$ cat src/logic/qarx_pkg.sv
`default_nettype none
package qarx_pkg;

    // ------------------------------------------------------------
    // Sizes
    // ------------------------------------------------------------
    localparam int NCH        = 4;
    localparam int WORD_BITS  = 32;
    localparam int LABEL_BITS = 8;
    localparam int DATA_BITS  = 24;
    localparam int GAP_PRESC  = 8;
    localparam int HS_CH_LOW  = 2;

    // ------------------------------------------------------------
    // Function addresses
    // ------------------------------------------------------------
    localparam logic [1:0] FA_CTRL_STAT = 2'h0;
    localparam logic [1:0] FA_DIV       = 2'h1;
    localparam logic [1:0] FA_TX_LABEL  = 2'h2;
    localparam logic [1:0] FA_SYNC      = 2'h3;
    localparam logic [1:0] FA_LAST_BYTE = 2'h3;
    localparam logic [1:0] FA_HW_LABEL  = 2'h3;

    // ------------------------------------------------------------
    // Control, status and sync fields
    // ------------------------------------------------------------
    localparam int CB_TX_PROG  = 4;
    localparam int CB_TX_GO    = 5;
    localparam int CB_IRQ_MASK = 7;
    localparam int SB_TX_DONE  = 4;
    localparam int SB_TX_BUSY  = 7;
    localparam int SYNC_EN     = 7;

    // ------------------------------------------------------------
    // Reset values and default gap lengths
    // ------------------------------------------------------------
    localparam logic [7:0] CTRL_RST  = 8'h00;
    localparam logic [7:0] DIV_RST   = 8'h02;
    localparam logic [7:0] SYNC_RST  = 8'h84;
    localparam logic [6:0] GAP_FAST  = 7'h04;
    localparam logic [6:0] GAP_SLOW  = 7'h10;

    typedef struct packed {
        logic       mode_hw;
        logic       parity_en;
        logic       speed_sel;
        logic       cs_n;
        logic       dir_hold;
        logic [1:0] addr;
        logic [7:0] data;
        logic [3:0] one;
        logic [3:0] zero;
    } qarx_pins_t;

endpackage
`default_nettype wire

$ cat src/logic/qarx_top.sv
`timescale 1ns/10ps
`default_nettype none
module qarx_top #(
    parameter logic [6:0] GAP_FAST_LEN = qarx_pkg::GAP_FAST,
    parameter logic [6:0] GAP_SLOW_LEN = qarx_pkg::GAP_SLOW
) (
    // Clock and reset
    input  wire logic       sys_clk,
    input  wire logic       rst,
    // Mode straps
    input  wire logic       mode_hw,
    input  wire logic       parity_en,
    // Processor bus
    input  wire logic       cs_n,
    input  wire logic       dir_or_scan_hold,
    input  wire logic       func_addr_low,
    input  wire logic       func_addr_high,
    input  wire logic [7:0] data_in,
    output logic      [7:0] data_out,
    output logic            data_oe,
    // Receive lines
    input  wire logic       zero_pulse_in_ch0,
    input  wire logic       one_pulse_in_ch0,
    input  wire logic       zero_pulse_in_ch1,
    input  wire logic       one_pulse_in_ch1,
    input  wire logic       zero_pulse_in_ch2,
    input  wire logic       one_pulse_in_ch2,
    input  wire logic       zero_pulse_in_ch3,
    input  wire logic       one_pulse_in_ch3,
    // Transmit lines or scanned channel number
    output logic            zero_line_out_or_chan_lsb,
    output logic            one_line_out_or_chan_msb,
    // Interrupt or speed select pin
    input  wire logic       int_or_speed_sel_in,
    output logic            int_or_speed_sel_out,
    output logic            int_or_speed_sel_oe
);
    import qarx_pkg::*;

    // ------------------------------------------------------------
    // State
    // ------------------------------------------------------------
    typedef struct packed {
        qarx_pins_t                 sy1;
        qarx_pins_t                 sy2;
        logic                       cs_prev;
        logic [7:0]                 ctrl;
        logic [7:0]                 stat;
        logic [7:0]                 div;
        logic [NCH-1:0][7:0]        label;
        logic [NCH-1:0][7:0]        sync;
        logic [NCH-1:0]             reading;
        logic [1:0]                 tx_idx;
        logic [WORD_BITS-1:0]       tx_sh;
        logic [5:0]                 tx_bits;
        logic [6:0]                 tx_cnt;
        logic                       tx_phase;
        logic [1:0]                 scan;
        logic [7:0]                 dout;
        logic                       doe;
        logic                       n0;
        logic                       n1;
        logic                       irq_oe;
        logic                       irq_lvl;
    } qarx_state_t;

    localparam logic [5:0] TX_LAST_BIT = 6'(WORD_BITS - 1);

    qarx_state_t                          s;
    qarx_state_t                          next_s;
    qarx_pins_t                           pin_raw;
    qarx_pins_t                           p;
    logic                                 hw;
    logic                                 acc;
    logic                                 rd;
    logic                                 wr;
    logic [1:0]                           rch;
    logic [6:0]                           half;
    logic [NCH-1:0]                       chan_hold;
    logic [NCH-1:0]                       chan_en;
    logic [NCH-1:0][6:0]                  chan_gap;
    logic [NCH-1:0][LABEL_BITS-1:0]       chan_label;
    logic [NCH-1:0][DATA_BITS-1:0]        chan_data;
    logic [NCH-1:0]                       chan_valid;

    // ------------------------------------------------------------
    // Helpers
    // ------------------------------------------------------------
    function automatic logic [1:0] first_sel(input logic [NCH-1:0] m);
        first_sel = 2'h0;
        for (int i = NCH - 1; i >= 0; i--) begin
            if (m[i]) begin
                first_sel = 2'(i);
            end
        end
    endfunction

    function automatic logic [7:0] pick_byte(input logic [DATA_BITS-1:0] d, input int i);
        return d[LABEL_BITS*i +: LABEL_BITS];
    endfunction

    // ------------------------------------------------------------
    // Pins and decode
    // ------------------------------------------------------------
    assign pin_raw = {mode_hw, parity_en, int_or_speed_sel_in, cs_n, dir_or_scan_hold,
                      func_addr_high, func_addr_low, data_in,
                      one_pulse_in_ch3, one_pulse_in_ch2, one_pulse_in_ch1, one_pulse_in_ch0,
                      zero_pulse_in_ch3, zero_pulse_in_ch2, zero_pulse_in_ch1, zero_pulse_in_ch0};
    assign p   = s.sy2;
    assign hw  = p.mode_hw;
    // One access per chip-select low period, taken at its first cycle
    assign acc = !p.cs_n && s.cs_prev;
    assign rd  = acc && (hw || p.dir_hold);
    assign wr  = acc && !hw && !p.dir_hold;
    assign rch = hw ? s.scan : first_sel(s.ctrl[NCH-1:0]);
    assign half = (s.div[7:1] == 7'h00) ? 7'h01 : s.div[7:1];

    // ------------------------------------------------------------
    // Receive channels
    // ------------------------------------------------------------
    for (genvar c = 0; c < NCH; c++) begin : g_chan
        assign chan_hold[c] = s.reading[c] || (hw && !p.cs_n && s.scan == 2'(c));
        assign chan_en[c]   = hw || s.sync[c][SYNC_EN];
        // Speed pin low: only the lower channels run fast
        assign chan_gap[c]  = !hw ? s.sync[c][6:0] :
                              (p.speed_sel || c < HS_CH_LOW) ? GAP_FAST_LEN : GAP_SLOW_LEN;

        qarx_rx_chan u_chan (
            .sys_clk     (sys_clk),
            .rst         (rst),
            .one_pulse   (p.one[c]),
            .zero_pulse  (p.zero[c]),
            .parity_en   (p.parity_en),
            .label_check (!hw),
            .enable      (chan_en[c]),
            .hold        (chan_hold[c]),
            .label_ref   (s.label[c]),
            .gap_len     (chan_gap[c]),
            .word_label  (chan_label[c]),
            .word_data   (chan_data[c]),
            .word_valid  (chan_valid[c])
        );
    end

    // ------------------------------------------------------------
    // Next state
    // ------------------------------------------------------------
    always_comb begin
        next_s         = s;
        next_s.sy1     = pin_raw;
        next_s.sy2     = s.sy1;
        next_s.cs_prev = p.cs_n;
        next_s.irq_lvl = 1'b0;

        // Register writes
        if (wr) begin
            unique case ({p.addr})
                FA_CTRL_STAT: begin
                    next_s.ctrl = p.data;
                    if (p.data[CB_TX_PROG] && !s.ctrl[CB_TX_PROG]) begin
                        next_s.tx_idx = 2'h0;
                    end
                end
                FA_DIV: next_s.div = p.data;
                FA_TX_LABEL: begin
                    if (s.ctrl[CB_TX_PROG]) begin
                        for (int b = 0; b < WORD_BITS / LABEL_BITS; b++) begin
                            if (s.tx_idx == 2'(b)) begin
                                next_s.tx_sh[LABEL_BITS*b +: LABEL_BITS] = p.data;
                            end
                        end
                        next_s.tx_idx = s.tx_idx + 2'h1;
                    end else begin
                        for (int c = 0; c < NCH; c++) begin
                            if (s.ctrl[c]) begin
                                next_s.label[c] = p.data;
                            end
                        end
                    end
                end
                FA_SYNC: begin
                    for (int c = 0; c < NCH; c++) begin
                        if (s.ctrl[c]) begin
                            next_s.sync[c] = p.data;
                        end
                    end
                end
            endcase
        end

        // Buffer stays frozen from the first byte read to the last
        if (rd && !hw && p.addr != FA_CTRL_STAT) begin
            next_s.reading[rch] = (p.addr != FA_LAST_BYTE);
            if (p.addr == FA_LAST_BYTE) begin
                next_s.stat[rch] = 1'b0;
            end
        end
        if (s.ctrl[CB_TX_PROG]) begin
            next_s.stat[SB_TX_DONE] = 1'b0;
        end
        // New words set after any clear so none is lost
        for (int c = 0; c < NCH; c++) begin
            if (chan_valid[c] && !hw) begin
                next_s.stat[c] = 1'b1;
            end
        end

        // Transmitter: bit clock high half carries the pulse
        if (hw) begin
            next_s.stat[SB_TX_BUSY] = 1'b0;
        end else if (s.ctrl[CB_TX_GO] && !s.stat[SB_TX_BUSY]) begin
            next_s.stat[SB_TX_BUSY] = 1'b1;
            next_s.tx_bits  = 6'h00;
            next_s.tx_cnt   = 7'h00;
            next_s.tx_phase = 1'b1;
        end else if (s.stat[SB_TX_BUSY]) begin
            if (s.tx_cnt == 7'(half - 7'h01)) begin
                next_s.tx_cnt   = 7'h00;
                next_s.tx_phase = !s.tx_phase;
                if (!s.tx_phase) begin
                    next_s.tx_sh   = s.tx_sh >> 1;
                    next_s.tx_bits = s.tx_bits + 6'h01;
                    if (s.tx_bits == TX_LAST_BIT) begin
                        next_s.stat[SB_TX_BUSY] = 1'b0;
                        next_s.stat[SB_TX_DONE] = 1'b1;
                        next_s.ctrl[CB_TX_GO]   = 1'b0;
                        next_s.tx_phase         = 1'b0;
                    end
                end
            end else begin
                next_s.tx_cnt = s.tx_cnt + 7'h01;
            end
        end

        // Channel scan
        if (hw && !p.dir_hold) begin
            next_s.scan = s.scan + 2'h1;
        end
        if (hw) begin
            next_s.n0 = s.scan[0];
            next_s.n1 = s.scan[1];
        end else begin
            next_s.n0 = s.tx_phase && s.stat[SB_TX_BUSY] && !s.tx_sh[0];
            next_s.n1 = s.tx_phase && s.stat[SB_TX_BUSY] && s.tx_sh[0];
        end

        // Read data follows the address for the whole select period
        next_s.doe = !p.cs_n && (hw || p.dir_hold);
        if (hw) begin
            next_s.dout = (p.addr == FA_HW_LABEL) ? chan_label[rch] :
                          pick_byte(chan_data[rch], int'(p.addr));
        end else if (p.addr == FA_CTRL_STAT) begin
            next_s.dout = s.stat;
        end else begin
            next_s.dout = pick_byte(chan_data[rch], int'(p.addr) - 1);
        end

        next_s.irq_oe = !hw && ((|s.stat[NCH-1:0]) ||
                        (s.stat[SB_TX_DONE] && !s.ctrl[CB_IRQ_MASK]));
    end

    // Single clock for all timing
    always_ff @(posedge sys_clk or posedge rst) begin
        if (rst) begin
            s            <= '0;
            s.sy1.cs_n   <= 1'b1;
            s.sy2.cs_n   <= 1'b1;
            s.cs_prev    <= 1'b1;
            s.ctrl       <= CTRL_RST;
            s.div        <= DIV_RST;
            s.sync       <= {NCH{SYNC_RST}};
        end else begin
            s <= next_s;
        end
    end

    assign data_out                  = s.dout;
    assign data_oe                   = s.doe;
    assign zero_line_out_or_chan_lsb = s.n0;
    assign one_line_out_or_chan_msb  = s.n1;
    assign int_or_speed_sel_out      = s.irq_lvl;
    assign int_or_speed_sel_oe       = s.irq_oe;

    // ------------------------------------------------------------
    // Checks
    // ------------------------------------------------------------
    a_bus_release: assert property (@(posedge sys_clk) disable iff (rst)
        s.sy2.cs_n |=> !data_oe)
        else $error("bus driven while deselected");

    a_read_drive: assert property (@(posedge sys_clk) disable iff (rst)
        (!s.sy2.cs_n && !s.sy2.mode_hw) |=> (data_oe == $past(s.sy2.dir_hold)))
        else $error("bus drive does not follow direction");

    a_scan_frozen: assert property (@(posedge sys_clk) disable iff (rst)
        (s.sy2.mode_hw && s.sy2.dir_hold) |=> (s.scan == $past(s.scan)))
        else $error("scan moved while held");

    a_scan_step: assert property (@(posedge sys_clk) disable iff (rst)
        (s.sy2.mode_hw && !s.sy2.dir_hold) |=> (s.scan == 2'($past(s.scan) + 2'h1)))
        else $error("scan did not step");

    a_chan_number: assert property (@(posedge sys_clk) disable iff (rst)
        s.sy2.mode_hw |=> (zero_line_out_or_chan_lsb == $past(s.scan[0]) &&
                          one_line_out_or_chan_msb == $past(s.scan[1])))
        else $error("channel number not shown");

    a_tx_zero: assert property (@(posedge sys_clk) disable iff (rst)
        !s.sy2.mode_hw |=> (zero_line_out_or_chan_lsb ==
            ($past(s.tx_phase) && $past(s.stat[SB_TX_BUSY]) && !$past(s.tx_sh[0]))))
        else $error("zero line wrong");

    a_tx_one: assert property (@(posedge sys_clk) disable iff (rst)
        !s.sy2.mode_hw |=> (one_line_out_or_chan_msb ==
            ($past(s.tx_phase) && $past(s.stat[SB_TX_BUSY]) && $past(s.tx_sh[0]))))
        else $error("one line wrong");

    a_irq_input: assert property (@(posedge sys_clk) disable iff (rst)
        s.sy2.mode_hw |=> (!int_or_speed_sel_oe && !s.stat[SB_TX_BUSY]))
        else $error("interrupt or transmitter active in hardwired mode");

    a_hw_label: assert property (@(posedge sys_clk) disable iff (rst)
        (!s.sy2.cs_n && s.sy2.mode_hw && s.sy2.addr == FA_HW_LABEL)
        |=> (data_out == $past(chan_label[s.scan])))
        else $error("scanned label not on bus");

endmodule
`default_nettype wire

$ cat src/logic/qarx_rx_chan.sv
`timescale 1ns/10ps
`default_nettype none
module qarx_rx_chan (
    // Clock and reset
    input  wire logic                            sys_clk,
    input  wire logic                            rst,
    // Synchronised line pulses
    input  wire logic                            one_pulse,
    input  wire logic                            zero_pulse,
    // Configuration
    input  wire logic                            parity_en,
    input  wire logic                            label_check,
    input  wire logic                            enable,
    input  wire logic                            hold,
    input  wire logic [qarx_pkg::LABEL_BITS-1:0] label_ref,
    input  wire logic [6:0]                      gap_len,
    // Received word
    output logic      [qarx_pkg::LABEL_BITS-1:0] word_label,
    output logic      [qarx_pkg::DATA_BITS-1:0]  word_data,
    output logic                                 word_valid
);
    import qarx_pkg::*;

    localparam logic [5:0] BITCNT_FULL = 6'(WORD_BITS);
    localparam logic [5:0] BITCNT_LAST = 6'(WORD_BITS - 1);
    localparam logic [2:0] PRESC_LAST  = 3'(GAP_PRESC - 1);

    typedef struct packed {
        logic                  prev_clk;
        logic                  armed;
        logic [5:0]            bitcnt;
        logic [2:0]            presc;
        logic [6:0]            gapcnt;
        logic [WORD_BITS-1:0]  bits;
        logic [LABEL_BITS-1:0] label;
        logic [DATA_BITS-1:0]  data;
        logic                  valid;
    } qarx_chan_t;

    qarx_chan_t           s;
    qarx_chan_t           next_s;
    logic                 bclk;
    logic [WORD_BITS-1:0] word;

    assign bclk = one_pulse | zero_pulse;

    always_comb begin
        next_s          = s;
        next_s.valid    = 1'b0;
        next_s.prev_clk = bclk;
        word            = s.bits;
        word[s.bitcnt[4:0]] = one_pulse;
        if (bclk && !s.prev_clk && s.bitcnt < BITCNT_FULL) begin
            next_s.bits   = word;
            next_s.bitcnt = s.bitcnt + 6'h01;
            if (s.bitcnt == BITCNT_LAST && s.armed) begin
                next_s.armed = 1'b0;
                // Odd parity only, or no check at all
                if (enable && !hold && (!parity_en || ^word) &&
                    (!label_check || word[LABEL_BITS-1:0] == label_ref)) begin
                    next_s.label = word[LABEL_BITS-1:0];
                    next_s.data  = word[WORD_BITS-1:LABEL_BITS];
                    next_s.valid = 1'b1;
                end
            end
        end
        // Gap timer restarts on every falling edge of the recovered clock
        if (!bclk && s.prev_clk) begin
            next_s.presc  = 3'h0;
            next_s.gapcnt = 7'h00;
        end else if (!bclk) begin
            next_s.presc = s.presc + 3'h1;
            if (s.presc == PRESC_LAST && s.gapcnt != gap_len) begin
                next_s.gapcnt = s.gapcnt + 7'h01;
            end
            if (s.gapcnt == gap_len && gap_len != 7'h00) begin
                next_s.armed  = 1'b1;
                next_s.bitcnt = 6'h00;
            end
        end
    end

    always_ff @(posedge sys_clk or posedge rst) begin
        if (rst) begin
            s <= '0;
        end else begin
            s <= next_s;
        end
    end

    assign word_label = s.label;
    assign word_data  = s.data;
    assign word_valid = s.valid;

    a_parity_block: assert property (@(posedge sys_clk) disable iff (rst)
        (bclk && !s.prev_clk && s.armed && s.bitcnt == BITCNT_LAST && parity_en && !(^word))
        |=> !word_valid)
        else $error("even parity word was transferred");

    a_bit_value: assert property (@(posedge sys_clk) disable iff (rst)
        (bclk && !s.prev_clk && s.bitcnt < BITCNT_FULL)
        |=> (s.bits[$past(s.bitcnt[4:0])] == $past(one_pulse)))
        else $error("received bit does not follow its line");

endmodule
`default_nettype wire

$ cat config.mk
export PLATFORM = sky130hd
export DESIGN_NAME = qarx_top
export DESIGN_NICKNAME = d
export VERILOG_FILES = /design/src/logic/qarx_pkg.sv /design/src/logic/qarx_top.sv /design/src/logic/qarx_rx_chan.sv
export SDC_FILE = /design/constraint.sdc
export NUM_CORES = 2
export LEC_CHECK = 0
export BUFFER_PORTS_ARGS = -buffer_cell sky130_fd_sc_hd__buf_2
export CAP_MARGIN = 20
export CORE_MARGIN = 2
export CORE_UTILIZATION = 42
export CTS_CLUSTER_SIZE = 10
export DETAILED_ROUTE_END_ITERATION = 8
export GPL_TIMING_DRIVEN = 0
export SYNTH_ARGS = -nofsm -noshare
export SYNTH_HDL_FRONTEND = slang
export SYNTH_SLANG_ARGS = --single-unit
$ cat constraint.sdc
create_clock -name sys_clk -period 20.2 [get_ports sys_clk]
set_clock_uncertainty 0.1 [all_clocks]
set_input_delay 1.01 -clock sys_clk [delete_from_list [all_inputs] [get_ports sys_clk]]
set_output_delay 1.01 -clock sys_clk [all_outputs]
set_load 0.01 [all_outputs]
==> impl_summary.txt <==
----------------------------------------------------
[Setup path]
  Worst reg-to-reg path cell count ... 12
  Path type of the worst setup path ... flop to flop
  Worst reg2reg path startpoint ... g_chan[3].u_chan.s[75]
  Critical path endpoint ... g_chan[3].u_chan.word_data[17]
  Critical Path Fanout Max ... 10
  Worst reg2reg setup slack ... 15.67 ns
  Arrival time of data at the critical path endpoint ... 4.97 ns
  Crit path launch type ... flop
  Endpoint kind of the worst setup timing path ... flop
  Origin of the worst setup path ... g_chan[3].u_chan.s[75]
  Required time of the worst setup path ... 20.64 ns
  Destination of the worst register-to-register timing path ... g_chan[3].u_chan.word_data[17]

[Final layout]
  Core utilization of the finished layout ... 0.4728
  Fillers ... 6008
  Synthesis-to-layout area growth ... 11.85%
  Layout cell share with drive strength beyond 1 ... 0.1108
  Final-stage net count ... 2857
  Sequential standard cell area ... 0.01325 mm²
  ANT cells ... 0
  Total area of multi-input combinational cells ... 0.01300 mm²
  Final Non-Filler Cells ... 3698

[Pwr]
  Post-route total power ... 0.003464 W
  Leak pwr ... 13.86 nW
  Peak supply drop ... 0.00009773 V
  P per Cell Area ... 111.9 mW/mm²

[Global routing]
  Antenna violations before repair ... 0
  Number of global-route vias before repair ... 20400
  Global-route wire length before repair ... 119.4 mm
  Total routing usage reported by global routing ... 0.2252
  Total global routing overflow ... 0
  Pin count of the biggest net entering global routing ... 130

[STA]
  Max_slew headroom ... 0.2936
  Post-route setup TNS ... 0 ns
  Transition at the pin with the smallest max-transition slack ... 1.052 ns
  Number of endpoints with negative hold slack in the final report ... 0
  Minimum period implied by the final worst setup slack ... 4.531 ns
  Worst Hold Slack ... 0.2456 ns
  RSZ-0062 raised after global routing ... no
  Final Cycle Share ... 0.2243
  Count of pins over their slew limit ... 0
  Total of endpoints with negative setup slack in the final report ... 0
  Highest attainable clock frequency ... 0.2207 GHz

[Min path]
  Worst hold-check path type ... flop to flop

[Clock tree]
  Number of clock sinks ... 529
  Worst skew pair latency ... 0.65 ns
  Number of buffers inserted by post-CTS setup repair ... 0
  Clock buffer count from CTS ... 61
  Post-cts sizing count ... 0
  Count of hold-fix buffers inserted at cts ... 0
  Maximum level of the CTS H-tree ... 2
  Clock tree from TritonCTS ... yes
  Clock tree root buffer cell ... clkbuf_16
  Clock input transition at the sequential cells of the worst setup and hold paths ... 0.06 ns
  Maximum clock insertion buffer count ... 3

[Floorplan]
  Die Span X ... 260.8 µm
  Die area ... 0.06800 mm²
  Boundary Pins ... 38
  Total core area ... 0.06551 mm²
  Vertical die dimension ... 260.8 µm
  Number of standard-cell rows in the floorplan ... 94
  Starting Density ... 0.4227

[Routing]
  Total routed wirelength ... 75.69 mm
  DRC violation count after routing ... 0
  First-pass iteration count of the detailed router ... 6
  Routed Antenna Nets ... 0
  Via count ... 20450
  Average via count per standard cell ... 5.530
  Wirelength per Cell ... 20.47 µm
  DR iter-0 viols ... 1668

[Yosys]
  Proportion of synthesized chip area in sequential cells ... 0.4786
  Yosys warning count ... 0
  FFs w/ async S/R, synth ... 1.000
  Mapped Avg Cell Area ... 10.32 µm²
  Synth Register Bits ... 529
  Syn Inst Count ... 2683
  Synth Flop Type ... dfrtp_1
  Count of flip-flops with a built-in enable after synthesis ... 0
  Synthesized Nets ... 2751
  Syn Std Cell Area ... 0.02769 mm²
  Synth cell types ... 74

[Place]
  DPL Wire Length ... 54.53 mm
  Final weighted congestion of routability-driven global placement ... 0.8810
  Number of port buffers ... 36
  Count of placed standard cells including taps ... 3589

[Run]
  Maxcap violations ... 0

[Run status]
  Run status ... finished clean

----------------------------------------------------
[cell families after synthesis]
group,after synthesis,synth area share
buffers and inverters,343,0.05251
AND/OR/NAND/NOR,710,0.1360
AO/OA/AOI/OAI,436,0.09273
multiplexers,402,0.1508
other,1,0.0001354
flip-flops,529,0.4786
XOR/XNOR,219,0.06977
adder cells (fa/ha/maj),43,0.01943
[how the worst min path moves through the flow]
stage                     start     to  slack [ns]  depth (start not counted)
finish              next_s[170]  p[14]        0.25                          0
global route        next_s[170]  p[14]        0.25                          0
CTS                 next_s[170]  p[14]        0.25                          0
detailed placement  next_s[178]     hw        0.23                          0
global placement    next_s[171]  p[15]        0.23                          0
floorplan           next_s[178]     hw        0.23                          0
[metrics by stage]
stage	instance area (µm²)	setup WS, ns
after CTS	30970	15.64
after global routing	30970	15.42
after floorplan	27690	4.328
after detailed placement	29100	15.68
after global placement	28950	-1.447
final	30970	15.67
[final cells by class]
cell class | instances | share of cell area
Buffer | 183 | 0.02755
Tap cell | 864 | 0.03490
Clock inverter | 4 | 0.003192
Multi-Input combinational cell | 1811 | 0.4198
Timing Repair Buffer | 43 | 0.009857
Sequential cell | 529 | 0.4279
Inverter | 160 | 0.01963
Clock buffer | 104 | 0.05712
[worst max-delay path: stages, from the launching register on]
cell	delay [ns]
dfrtp_1	0.44
inv_1	0.11
ha_1	0.40
nor4bb_1	0.39
mux2i_1	0.46
xnor2_1	0.15
xnor2_1	0.15
xnor2_1	0.24
xnor2_1	0.19
xnor3_1	0.55
a2111oi_4	0.75
buf_6	0.27
mux2i_1	0.21
[flip-flops by register name (all words and copies together) (netlist names)]
name,flops
zero_line_out_or_chan_lsb,1
g_chan.u_chan.word_data,96
s,139
p,21
hw,1
int_or_speed_sel_oe,1
g_chan.u_chan.word_label,32
next_s,24
data_out,8
data_oe,1
one_line_out_or_chan_msb,1
g_chan.u_chan.word_valid,4
g_chan.u_chan.s,200
[synthesized netlist by cell type (13+ instances only)]
library cell    n  share of area
dfrtp_1       517           0.47
nor2b_1        13         0.0029
clkbuf_1      115          0.016
nor3_1         16         0.0029
buf_2          33         0.0060
mux2_2        107          0.044
nor2_1        106          0.014
nand3b_1       13         0.0035
nor4bb_1       49          0.018
mux2i_1       287           0.10
xnor2_1       167          0.053
ha_1           43          0.019
a22oi_1        25         0.0068
a31oi_1        34         0.0077
inv_1         159          0.022
nor4_1         15         0.0034
nor4b_1        16         0.0051
nand2_1       299          0.041
and3_1         19         0.0043
nand3_1        36         0.0065
nand4b_1       45          0.014
xor2_1         51          0.016
o21ai_0       214          0.039
nand4_1        38         0.0086
buf_4          19         0.0052
a21oi_1        85          0.015
[metal layers]
| layer | vias to the layer above | wire [µm] | global-route usage |
|---|---|---|---|
| met1 | 10320 | 35360 | 0.3188 |
| met5 | - | 0 | 0 |
| met2 | 475 | 35400 | 0.3670 |
| li1 | 9542 | - | - |
| met4 | 0 | 1587 | 0.05365 |
| met3 | 112 | 3336 | 0.02875 |
[where the power goes]
group	internal [W]	switching, W	total (W)
Clock	0.000603	0.000451	0.00105
Sequential	0.00116	0.0000822	0.00125
Combinational	0.000469	0.000696	0.00116
Total	0.00224	0.00123	0.00346
[cells in the final DEF (no fill, tap or decap), types with 11 or more instances in the layout]
cell type  netlist  final
a21oi_1         85     85
a22o_1          11     11
a22oi_1         25     25
a31oi_1         34     34
and3_1          19     19
buf_2           33     72
buf_4           19     19
clkbuf_1       115    151
clkbuf_16        0     62
dfrtp_1        517    517
dfstp_2         12     12
ha_1            43     43
inv_1          159    158
mux2_2         107    107
mux2i_1        287    287
nand2_1        299    299
nand2b_1        11     11
nand3_1         36     36
nand3b_1        13     13
nand4_1         38     38
nand4b_1        45     45
nor2_1         106    106
nor2b_1         13     13
nor3_1          16     16
nor4_1          15     15
nor4b_1         16     16
nor4bb_1        49     49
o21ai_0        214    214
xnor2_1        167    167
xor2_1          51     51
No activity file was read; power rests on OpenSTA's default activity.
